$ cat src/design/msfc_pkg.sv
/*
 * package for the stop and speed pulse configuration word: offset, field
 * layout, reset value, code tables and timing constants.
 * assumes a single 200 MHz system clock and a 32-bit register bus.
 */
package msfc_pkg;

   // ****************************************************************
   // register map
   // ****************************************************************
   localparam logic [7:0] MSFC_OFS_CFG2 = 8'h88;
   localparam logic [31:0] MSFC_CFG2_RESET = 32'h00000000;

   // ****************************************************************
   // field positions
   // ****************************************************************
   localparam int MSFC_PARITY_BIT = 31;
   localparam int MSFC_MODE_LSB = 29;
   localparam int MSFC_DIV_LSB = 25;
   localparam int MSFC_RSVD_HI_BIT = 24;
   localparam int MSFC_EMF_LSB = 21;
   localparam int MSFC_STOP_LSB = 18;
   localparam int MSFC_BRK_LSB = 14;
   localparam int MSFC_DUTY_LSB = 11;
   localparam int MSFC_PIN_DUTY_LSB = 8;
   localparam int MSFC_SURGE_BIT = 7;
   localparam int MSFC_ILIM_LSB = 3;

   // ****************************************************************
   // code values
   // ****************************************************************
   localparam logic [3:0] MSFC_DIV_ZERO_AS = 4'h3;
   localparam logic [2:0] MSFC_EMF_FIRST_RSVD = 3'h6;
   localparam logic [3:0] MSFC_ILIM_RSVD = 4'h0;
   localparam logic [9:0] MSFC_DUTY_FULL = 10'h3E8;
   // duty threshold in per mille by code, code 7 first; code 0 is full duty, so it engages at once
   localparam logic [7:0][9:0] MSFC_DUTY_PERMIL = {10'h019, 10'h032, 10'h04B, 10'h064, 10'h096, 10'h0FA,
      10'h1F4, MSFC_DUTY_FULL};
   // brake time in milliseconds by duration code, code 15 first
   localparam logic [15:0][13:0] MSFC_BRAKE_MS = {
      14'h3A98, 14'h2710, 14'h1388, 14'h09C4, 14'h03E8, 14'h01F4, 14'h00FA, 14'h0064,
      14'h004B, 14'h0032, 14'h0019, 14'h000F, 14'h000A, 14'h0005, 14'h0002, 14'h0001};

   // ****************************************************************
   // timing
   // ****************************************************************
   localparam int MSFC_CLK_MHZ = 200;
   localparam int MSFC_MS_CYCLES = MSFC_CLK_MHZ * 1000;

   typedef enum logic [1:0] {MODE_BOTH, MODE_CLOSED, MODE_FIRST_TRY, MODE_RSVD} msfc_mode_t;
   typedef enum logic [2:0] {STOP_HIZ, STOP_RECIRC, STOP_LOW_BRAKE, STOP_HIGH_BRAKE, STOP_SPIN_DOWN,
      STOP_RSVD5, STOP_RSVD6, STOP_RSVD7} msfc_stop_t;

   // configuration word split into its fields
   typedef struct packed {
      logic parity;
      msfc_mode_t mode;
      logic [3:0] divider;
      logic rsvd_hi;
      logic [2:0] emf_thr;
      msfc_stop_t stop;
      logic [3:0] brake_time;
      logic [2:0] duty_thr;
      logic [2:0] pin_duty_thr;
      logic surge_en;
      logic [3:0] ilimit;
      logic [2:0] rsvd_lo;
   } msfc_cfg_t;

   // decoded settings handed to the motor side
   typedef struct packed {
      logic pulse_en;
      logic surge_en;
      logic [3:0] ilimit_dv;
      logic [4:0] emf_mv;
      logic rsvd_code;
   } msfc_drive_t;

endpackage

$ cat src/design/msfc_top.sv
/*
 * configuration word two of the motor controller with its consumers:
 * speed pulse divider, stop method engagement and brake timer.
 * assumes an Avalon-MM master on CLK_SYS, same-clock motor logic inputs
 * and an asynchronous brake pin.
 */
// Chosen here: the Avalon-MM register port.
// Function
// - configuration word two sits at 0x88 and resets to all zeros.
// - two-bit speed pulse mode: both loops, closed only, open first try, reserved.
// - speed pulse divided by code 1..15; code 0 divides by three.
// - back-EMF threshold codes 0..5 give 1,2,5,10,20,30 mV; 6,7 reserved.
// - stop method: Hi-Z, recirculation, low brake, high brake, spin down; 5..7 reserved.
// - brake duration codes give 1 to 15000 ms during stop.
// - stop duty threshold: immediate or 50..2.5 percent for braking and spin down.
// - brake pin duty threshold uses the same table for low-side braking.
// - bit 7 enables anti-voltage-surge protection.
// - per-cycle current limit 0.1 V steps for codes 1..15; code 0 reserved.
`timescale 1ns/1ps
module msfc_top #(
   parameter int CYCLES_PER_MS = msfc_pkg::MSFC_MS_CYCLES
) (
   input wire logic CLK_SYS,
   input wire logic ARST_N,
   input wire logic [7:0] AVS_ADDRESS,
   input wire logic AVS_READ,
   input wire logic AVS_WRITE,
   input wire logic [31:0] AVS_WRITEDATA,
   input wire logic [3:0] AVS_BYTEENABLE,
   output logic [31:0] AVS_READDATA,
   output logic AVS_WAITREQUEST,
   input wire logic ZC_PULSE,
   input wire logic CLOSED_LOOP,
   input wire logic FIRST_TRY,
   input wire logic STOP_REQ,
   input wire logic BRAKE_PIN,
   input wire logic [9:0] DUTY_PERMIL,
   output logic SPEED_PULSE_OUT,
   output msfc_pkg::msfc_drive_t DRIVE,
   output msfc_pkg::msfc_stop_t STOP_DRIVE,
   output logic STOP_ENGAGED,
   output logic BRAKE_BUSY,
   output logic PIN_BRAKE_ENGAGED
);
   import msfc_pkg::*;

   // ****************************************************************
   // functions
   // ****************************************************************
   // duty threshold in per mille; code 0 means immediate (full duty)
   function automatic logic [9:0] duty_permil(input logic [2:0] code);
      duty_permil = MSFC_DUTY_PERMIL[code];
   endfunction

   // ****************************************************************
   // register bus
   // ****************************************************************
   logic [31:0] cfg;
   logic [31:0] next_cfg;
   logic ack;
   logic next_ack;
   logic [31:0] rdata;
   logic [31:0] next_rdata;
   logic req;
   logic hit;
   msfc_cfg_t f;

   assign req = AVS_READ | AVS_WRITE;
   assign hit = (AVS_ADDRESS == MSFC_OFS_CFG2);
   assign AVS_WAITREQUEST = req & ~ack;
   assign AVS_READDATA = rdata;
   assign f = msfc_cfg_t'(cfg);

   // one wait cycle, write lands on the accepting edge, bytes by lane
   always_comb
   begin
      next_ack = req & ~ack;
      next_cfg = cfg;
      next_rdata = rdata;
      if (req && !ack)
      begin
         next_rdata = hit ? cfg : 32'h00000000;
      end
      if (AVS_WRITE && ack && hit)
      begin
         for (int i = 0; i < 4; i++)
         begin
            if (AVS_BYTEENABLE[i])
            begin
               next_cfg[i*8 +: 8] = AVS_WRITEDATA[i*8 +: 8];
            end
         end
      end
   end

   always_ff @(posedge CLK_SYS or negedge ARST_N)
   begin
      if (!ARST_N)
      begin
         cfg <= MSFC_CFG2_RESET;
         ack <= 1'b0;
         rdata <= 32'h00000000;
      end
      else
      begin
         cfg <= next_cfg;
         ack <= next_ack;
         rdata <= next_rdata;
      end
   end

   // ****************************************************************
   // decoded settings
   // ****************************************************************
   logic pulse_en;
   logic [3:0] div_n;
   logic [4:0] emf_mv;

   // speed pulse gating by loop state
   always_comb
   begin
      case (f.mode)
         MODE_BOTH: pulse_en = 1'b1;
         MODE_CLOSED: pulse_en = CLOSED_LOOP;
         MODE_FIRST_TRY: pulse_en = CLOSED_LOOP | FIRST_TRY;
         default: pulse_en = 1'b0;
      endcase
      case (f.emf_thr)
         3'h0: emf_mv = 5'h01;
         3'h1: emf_mv = 5'h02;
         3'h2: emf_mv = 5'h05;
         3'h3: emf_mv = 5'h0A;
         3'h4: emf_mv = 5'h14;
         3'h5: emf_mv = 5'h1E;
         default: emf_mv = 5'h00;
      endcase
      div_n = (f.divider == 4'h0) ? MSFC_DIV_ZERO_AS : f.divider;
   end

   // registered drive word
   msfc_drive_t drive;
   msfc_drive_t next_drive;

   always_comb
   begin
      next_drive.pulse_en = pulse_en;
      next_drive.surge_en = f.surge_en;
      next_drive.ilimit_dv = f.ilimit;
      next_drive.emf_mv = emf_mv;
      next_drive.rsvd_code = (f.mode == MODE_RSVD) | (f.emf_thr >= MSFC_EMF_FIRST_RSVD)
         | (f.stop > STOP_SPIN_DOWN) | (f.ilimit == MSFC_ILIM_RSVD);
   end

   always_ff @(posedge CLK_SYS or negedge ARST_N)
   begin
      if (!ARST_N)
         drive <= '0;
      else
         drive <= next_drive;
   end
   assign DRIVE = drive;

   // ****************************************************************
   // speed pulse divider
   // ****************************************************************
   logic [3:0] pcnt;
   logic [3:0] next_pcnt;
   logic pout;
   logic next_pout;

   // toggle the output once every div_n input pulses
   always_comb
   begin
      next_pcnt = pcnt;
      next_pout = pout;
      if (!pulse_en)
      begin
         next_pcnt = 4'h0;
      end
      else if (ZC_PULSE)
      begin
         if (pcnt + 4'h1 >= div_n)
         begin
            next_pcnt = 4'h0;
            next_pout = ~pout;
         end
         else
            next_pcnt = pcnt + 4'h1;
      end
   end

   always_ff @(posedge CLK_SYS or negedge ARST_N)
   begin
      if (!ARST_N)
      begin
         pcnt <= 4'h0;
         pout <= 1'b0;
      end
      else
      begin
         pcnt <= next_pcnt;
         pout <= next_pout;
      end
   end
   assign SPEED_PULSE_OUT = pout;

   // ****************************************************************
   // stop and brake control
   // ****************************************************************
   logic pin_s1;
   logic pin_s2;
   logic engage;
   logic pin_engage;
   logic [31:0] sub;
   logic [31:0] next_sub;
   logic [13:0] ms_left;
   logic [13:0] next_ms_left;
   logic busy;
   logic next_busy;
   logic stop_eng;
   logic next_stop_eng;
   logic pin_eng;

   // brake pin synchroniser
   always_ff @(posedge CLK_SYS or negedge ARST_N)
   begin
      if (!ARST_N)
      begin
         pin_s1 <= 1'b0;
         pin_s2 <= 1'b0;
      end
      else
      begin
         pin_s1 <= BRAKE_PIN;
         pin_s2 <= pin_s1;
      end
   end

   // braking and spin down wait for the duty threshold
   always_comb
   begin
      case (f.stop)
         STOP_HIZ, STOP_RECIRC: engage = STOP_REQ;
         STOP_LOW_BRAKE, STOP_HIGH_BRAKE, STOP_SPIN_DOWN:
            engage = STOP_REQ & (DUTY_PERMIL <= duty_permil(f.duty_thr));
         default: engage = 1'b0;
      endcase
      pin_engage = pin_s2 & (DUTY_PERMIL <= duty_permil(f.pin_duty_thr));
   end

   // brake timer runs the selected duration after engagement
   always_comb
   begin
      next_stop_eng = engage;
      next_busy = busy;
      next_sub = sub;
      next_ms_left = ms_left;
      if (engage && !stop_eng)
      begin
         next_busy = 1'b1;
         next_sub = 32'(CYCLES_PER_MS - 1);
         next_ms_left = MSFC_BRAKE_MS[f.brake_time];
      end
      else if (busy)
      begin
         if (sub != 32'h00000000)
            next_sub = sub - 32'h00000001;
         else if (ms_left == 14'h0001)
            next_busy = 1'b0;
         else
         begin
            next_sub = 32'(CYCLES_PER_MS - 1);
            next_ms_left = ms_left - 14'h0001;
         end
      end
   end

   always_ff @(posedge CLK_SYS or negedge ARST_N)
   begin
      if (!ARST_N)
      begin
         stop_eng <= 1'b0;
         busy <= 1'b0;
         sub <= 32'h00000000;
         ms_left <= 14'h0000;
         pin_eng <= 1'b0;
      end
      else
      begin
         stop_eng <= next_stop_eng;
         busy <= next_busy;
         sub <= next_sub;
         ms_left <= next_ms_left;
         pin_eng <= pin_engage;
      end
   end

   assign STOP_ENGAGED = stop_eng;
   assign STOP_DRIVE = f.stop;
   assign BRAKE_BUSY = busy;
   assign PIN_BRAKE_ENGAGED = pin_eng;
endmodule // msfc_top

$ cat config.mk
export PLATFORM = sky130hd
export DESIGN_NAME = msfc_top
export DESIGN_NICKNAME = d
export VERILOG_FILES = /design/src/design/msfc_pkg.sv /design/src/design/msfc_top.sv
export SDC_FILE = /design/constraint.sdc
export NUM_CORES = 1
export LEC_CHECK = 0
export ABC_AREA = 1
export BUFFER_PORTS_ARGS = -buffer_cell sky130_fd_sc_hd__clkbuf_2
export CAP_MARGIN = 20
export CORE_MARGIN = 2
export CORE_UTILIZATION = 58
export CTS_CLUSTER_SIZE = 24
export DETAILED_ROUTE_END_ITERATION = 16
export PLACE_DENSITY = 0.9
export SLEW_MARGIN = 20
export SYNTH_ARGS = -nofsm -noshare
export SYNTH_HDL_FRONTEND = slang
export SYNTH_SLANG_ARGS = --single-unit
$ cat constraint.sdc
create_clock -name CLK_SYS -period 2.9 [get_ports CLK_SYS]
set_input_delay 0.435 -clock CLK_SYS [delete_from_list [all_inputs] [get_ports CLK_SYS]]
set_output_delay 0.435 -clock CLK_SYS [all_outputs]
set_load 0.01 [all_outputs]
# Word level (Yosys, flattened, before mapping)
# Memory sizes are Yosys's and may differ from the RTL's.
# Cells that the tools add are included.
[word_totals]
output_inout_bits = 52
reg_bits = 133
wordCells = 107
romBits = 384
input_bits = 63
n_memories = 3
[classes]
add_sub_neg = 3
order_cmp = 8
reduce_logical = 22
n_eq_ne = 18
muxes = 23
bitwise_logic = 10
[memory_table]
columns = ["memory", "depth", "width", "rd", "rd_clocked_by_memory_dff", "write_ports", "line_no", "text"]
rows = [
  ["(no name shown)", 16, 14, 1, 0, 0, "msfc_top.sv:262", "next_ms_left = MSFC_BRAKE_MS[f.brake_time];"],
  ["(no name shown)", 8, 10, 1, 0, 0, "msfc_top.sv:52", "duty_permil = MSFC_DUTY_PERMIL[code];"],
  ["(no name shown)", 8, 10, 1, 0, 0, "msfc_top.sv:52", ""],
]
[ops]
columns = ["cell", "count"]
rows = [
  ["2-to-1 mux 32 bit", 5],
  ["2-to-1 mux 14 bit", 5],
  ["nonzero test 32 bit", 1],
  ["subtractor 32 x 1 -> 32 bit (second input constant)", 1],
  ["one-hot mux 5 bit (6 select lines)", 1],
  ["<= comparator 10 bit", 2],
  ["2-to-1 mux 10 bit", 2],
  ["2-to-1 mux 4 bit", 4],
  ["equality test 14 x 1 -> 1 bit (second input constant)", 1],
  ["subtractor 14 x 1 -> 14 bit (second input constant)", 1],
  ["equality test 3 x 2 -> 1 bit (second input constant)", 4],
  ["AND reduction 2 bit", 5],
  ["equality test 3 bit (second input constant)", 3],
  ["equality test 8 bit (second input constant)", 1],
  ["zero test 4 bit", 2],
  ["< comparator 3 x 4 -> 1 bit (second input constant)", 2],
  ["equality test 3 x 1 -> 1 bit (second input constant)", 2],
  ["zero test 3 bit", 2],
  ["!= test 2 bit (second input constant)", 3],
  ["AND reduction 3 bit", 2],
  ["< comparator 4 x 5 -> 1 bit (second input constant)", 1],
  ["OR 1 bit", 5],
  ["adder 4 x 1 -> 4 bit (second input constant)", 1],
  ["equality test 2 bit (second input constant)", 2],
  ["other kinds (16)", 26],
]

# Depth between registers and ports, before layout
[depth]
depth_word = 8
depth_mapped = 18
ltp_nobuf = 17

# Worst setup path before layout
# No wires, ideal clock.
[synth_timing]
kind = "register to register"
from = "register cfg[11]"
to = "register sub[26]"
synth_period_minus_slack_ns = 2.250
setup_slack_ns = 0.650
arrival_time_ns = 2.132
path_buffers = 2
path_stages_with_launch = 15
required_time_ns = 2.782
setup_ns = 0.118
path_cell_list = "dfrtp_1 -> inv_1 -> ha_1 -> o21ai_0 -> ha_1 -> inv_1 -> o21bai_1 -> nand3_1 -> nand3_1 -> nand2_2 -> nand3_4 -> buf_4 -> buf_4 -> nand3_1 -> nand2_1"
[synth_between]
elab_chain_cells = 8
word_cells_on_any_way = 10
cone_classes = "order compare (1); eq/ne (1); mux (3); bitwise (1); reduce/logical (3); memory (1)"
[synth_lines]
columns = ["item", "line_no", "text"]
rows = [
  ["from (decl)", "msfc_top.sv:58", "logic [31:0] cfg;"],
  ["from (signal assigned)", "msfc_top.sv:106", "cfg <= next_cfg;"],
  ["memory read (8 x 10 bit) *", "-", ""],
  ["2-to-1 mux 10 bit (implied by the code) *", "msfc_top.sv:52", ""],
  ["<= comparator 10 bit *", "msfc_top.sv:245", "engage = STOP_REQ & (DUTY_PERMIL <= duty_permil(f.duty_thr));"],
  ["AND 1 bit *", "msfc_top.sv:245", ""],
  ["one-hot mux 1 bit (2 select lines) *", "msfc_top.sv:242", "case (f.stop)"],
  ["logical AND 1 bit *", "msfc_top.sv:258", "if (engage && !stop_eng)"],
  ["!= test 3 bit (no line) / nonzero test 2 bit (equally long branches)", "-", ""],
  ["AND reduction 2 bit (no line)", "-", ""],
  ["to (signal assigned)", "msfc_top.sv:292", "sub <= next_sub;"],
  ["to (decl)", "msfc_top.sv:214", "logic [31:0] sub;"],
]
# Every way passes the cells marked *; elsewhere a longest branch is shown, timed or not. The select of a mux whose other input is x is not followed.
# A chain may end at the register's enable or synchronous reset.

# Worst setup path after layout
[layout_timing]
from = "register cfg[11]"
to = "register ms_left[6]"
[layout_between]
elab_chain_cells = 8
word_cells_on_any_way = 11
cone_classes = "order compare (1); eq/ne (2); mux (3); bitwise (1); reduce/logical (3); memory (1)"
[layout_lines]
columns = ["item", "line_no", "text"]
rows = [
  ["memory read (8 x 10 bit) *", "-", ""],
  ["2-to-1 mux 10 bit (implied by the code) *", "msfc_top.sv:52", ""],
  ["<= comparator 10 bit *", "msfc_top.sv:245", ""],
  ["AND 1 bit *", "msfc_top.sv:245", ""],
  ["one-hot mux 1 bit (2 select lines) *", "msfc_top.sv:242", ""],
  ["logical AND 1 bit *", "msfc_top.sv:258", ""],
  ["!= test 2 bit (no line) / nonzero test 2 bit (equally long branches)", "-", ""],
  ["AND reduction 3 bit (no line)", "-", ""],
  ["to (signal assigned)", "msfc_top.sv:293", "ms_left <= next_ms_left;"],
  ["to (decl)", "msfc_top.sv:216", "logic [13:0] ms_left;"],
]
# Marks and branches as above.

==> metrics.txt <==
status completed; number of synthesized flops with an enable pin 0; CTS tree built; initial core utilization between 50% and 60%; main flop type after synthesis dfrtp_1; Final Total Pwr 5.62 mW; Avg WL per Cell approximately 15 um; drt via density around 5.7; worst endpoint data arrival time between 3 and 4 ns; Cell Area, Placed around 8600 um^2; count of final hold-check violations 0; first-pass GRT wire length roughly 34 mm; Core Area between 10000 and 15000 um^2; HPWL Detailed between 10 and 15 mm; fill count ~1000; initial antenna violation count 0; Worst-Skew Late Latency 0.42 ns; Crit-path slowest cell dfrtp_2; Slew @ Worst Pin ~0.73 ns; final WL ~21 mm; gr usage total between 20 and 30%; Reg2Reg Setup Slack about 0.18 ns; H-tree Lvls 4; RR Startpoint cfg[11]$_DFFE_PN0P_; vias in the first global route 7077; utilization after layout a little over two thirds; Rel. slew slack about half; Iteration-0 DRC Markers roughly 650; flip-flop and latch area 3330 um^2; synthesized area per cell 7.60 um^2; Mapped Cells 1036; Pleak about 4.8 nW; clock tree buffer depth 2; Chip Width around 120 um; detailed-route via count roughly 7500; CP Launch Type register; Final Setup Violations 0; CTS Buf Count 17; final worst slack 0.184 ns; Period minus WS final around 2.7 ns; Root Driver clkbuf_16; max_cap viols 0; Multi-input gate area 4080 um^2; worst path cell trace inv_1 -> ha_1 -> nand2_1 -> o21ai_0 -> ha_1 -> nand2_1 -> inv_1 -> nand2_1 -> nand2_1 -> nand2_1 -> nand3_1 -> nand2_4 -> nand3_4 -> buf_4 -> buf_4 -> nand2_1 -> nand2_1 -> nand2_1 -> nand2_1; CP required 3.20 ns; total gr overflow 0; fmax between 0.3 and 0.4 GHz; Worst R2R Path Depth 19; async set-reset flop share out of synthesis 100%; Yosys top cell by area dfrtp_1; Critical Path Fanout Max 15; Setup crit end kind register; post-synthesis register bit count 133; Yosys top cell area share between 40% and 50%; synthesized cell area 7870 um^2; DRC Markers 0; commonest cells after routing, fill and taps aside nand2_1 (313), dfrtp_1 (131), clkbuf_2 (113); DR pass1 iterations 7; row cnt 42; CP peak stage delay 0.42 ns; antenna fix cells 0; Die Ht ~120 um; sequential cell area fraction in the yosys report about 42%; final instance area between 9000 and 10000 um^2; nets@finish 1248; Max Slew Vio Count 0; Clock Sinks around 130; type of the worst min-delay path primary input to asynchronous set/reset pin; die area 14500 um^2; synth top area cells dfrtp_1 (42%), nand2_1 (15%), ha_1 (6.5%); Routed Antenna Nets 0; area grow syn2layout 17.8%; most used cell, CP nand2_1; Top delay family on crit path simple AND/OR/NAND/NOR gates; Setup Crit Path Kind register to register; commonest non-fill, non-tap cell in the layout nand2_1; Worst-path clk slew approximately 0.060 ns; maximum vdd drop approximately 490 uV; Layout Skew ~0.0081 ns; Place WS roughly 0.19 ns; Worst R2R End ms_left[6]$_DFFE_PN0P_; largest net degree at the start of global routing slightly above 80; ratio of cells with drive above 1 in the final layout approximately 17%; power per cell area between 600 and 700 nW/um^2; total number of yosys warnings 0; Critical path buffers and inverters 4; Distinct cells, synth 39; Syn Nets about 1100; io pins 115; GP Congestion between 0.9 and 1; I/O Buffers 114; fin crit share between 90% and 100%; Hold Slack around 0.026 ns
[per-stage QoR]
step | instances | setup TNS [ns]
2_1_floorplan | 1036 | 0
3_3_place_gp | 1293 | 0
3_5_place_dp | 1293 | 0
4_1_cts | 1325 | 0
5_1_grt | 1333 | -0.0857
6_report | 1333 | 0
[flip-flops by register name, indices dropped and copies added, names as in the netlist]
register,cells
pin_s2,1
cfg,32
AVS_READDATA,32
ms_left,14
SPEED_PULSE_OUT,1
pin_s1,1
sub,32
pcnt,4
BRAKE_BUSY,1
PIN_BRAKE_ENGAGED,1
STOP_ENGAGED,1
DRIVE,12
ack,1
[cells by family after synthesis]
logic type | count (synthesis) | synth area share [%]
adder cells (fa/ha/maj) | 41 | 6.52
flip-flops | 133 | 42.3
AO/OA/AOI/OAI | 135 | 9.65
buffers and inverters | 110 | 6.04
XOR/XNOR | 39 | 4.34
AND/OR/NAND/NOR | 578 | 31.2
[layout make-up]
cell class / count / share of cell area, %
tap: 176 / 2.38
sequential: 133 / 35.9
clock inverter: 13 / 2.08
inverter: 62 / 2.51
multi-input combinational: 793 / 44.0
timing repair buffer: 137 / 8.26
clock buffer: 19 / 4.89
[cells in the mapped netlist (all sizes together) (2+ instances only)]
library cell,instances
and2,2
nor2,118
o31ai,2
o21bai,3
clkbuf,19
inv,62
nand3,100
xor2,25
xnor2,14
a21boi,2
nor3,6
a21oi,16
nand2,318
dfrtp,133
nand4,29
buf,29
ha,41
nor4,2
o21ai,91
a211oi,2
o211ai,15
[worst max path at each step]
stage | from | end | slack, ns | cells after the start
global placement | cfg[11]$_DFFE_PN0P_ | sub[10]$_DFFE_PN0P_ | 0.30 | 13
CTS | cfg[11]$_DFFE_PN0P_ | ms_left[9]$_DFFE_PN0P_ | 0.14 | 18
floorplan | cfg[11]$_DFFE_PN0P_ | sub[26]$_DFFE_PN0P_ | 0.65 | 14
global route | cfg[13]$_DFFE_PN0P_ | ms_left[6]$_DFFE_PN0P_ | -0.08 | 17
detailed placement | cfg[11]$_DFFE_PN0P_ | sub[10]$_DFFE_PN0P_ | 0.19 | 13
finish | cfg[11]$_DFFE_PN0P_ | ms_left[6]$_DFFE_PN0P_ | 0.18 | 19
[layer usage]
| metal | up-vias | track usage, % | part of all wire, % |
|---|---|---|---|
| met5 | - | 0 | 0 |
| met4 | 0 | 9.81 | 2.1 |
| met3 | 48 | 7.78 | 8.2 |
| met2 | 320 | 47.1 | 48 |
| met1 | 3556 | 38.6 | 42 |
| li1 | 3620 | - | - |
[repair_timing]
| item | CTS | global route |
|---|---|---|
| setup endpoints to repair | 0 | 45 |
| buffers inserted | 0 | 8 |
| hold buffers | 0 | 0 |
| gates resized for setup | 0 | 4 |
[where the power goes]
group	switching (mW)	internal, mW
logic	0.688	0.428
registers	0.158	2.00
clock network	0.850	1.50
(Power assumes the default switching activity.)
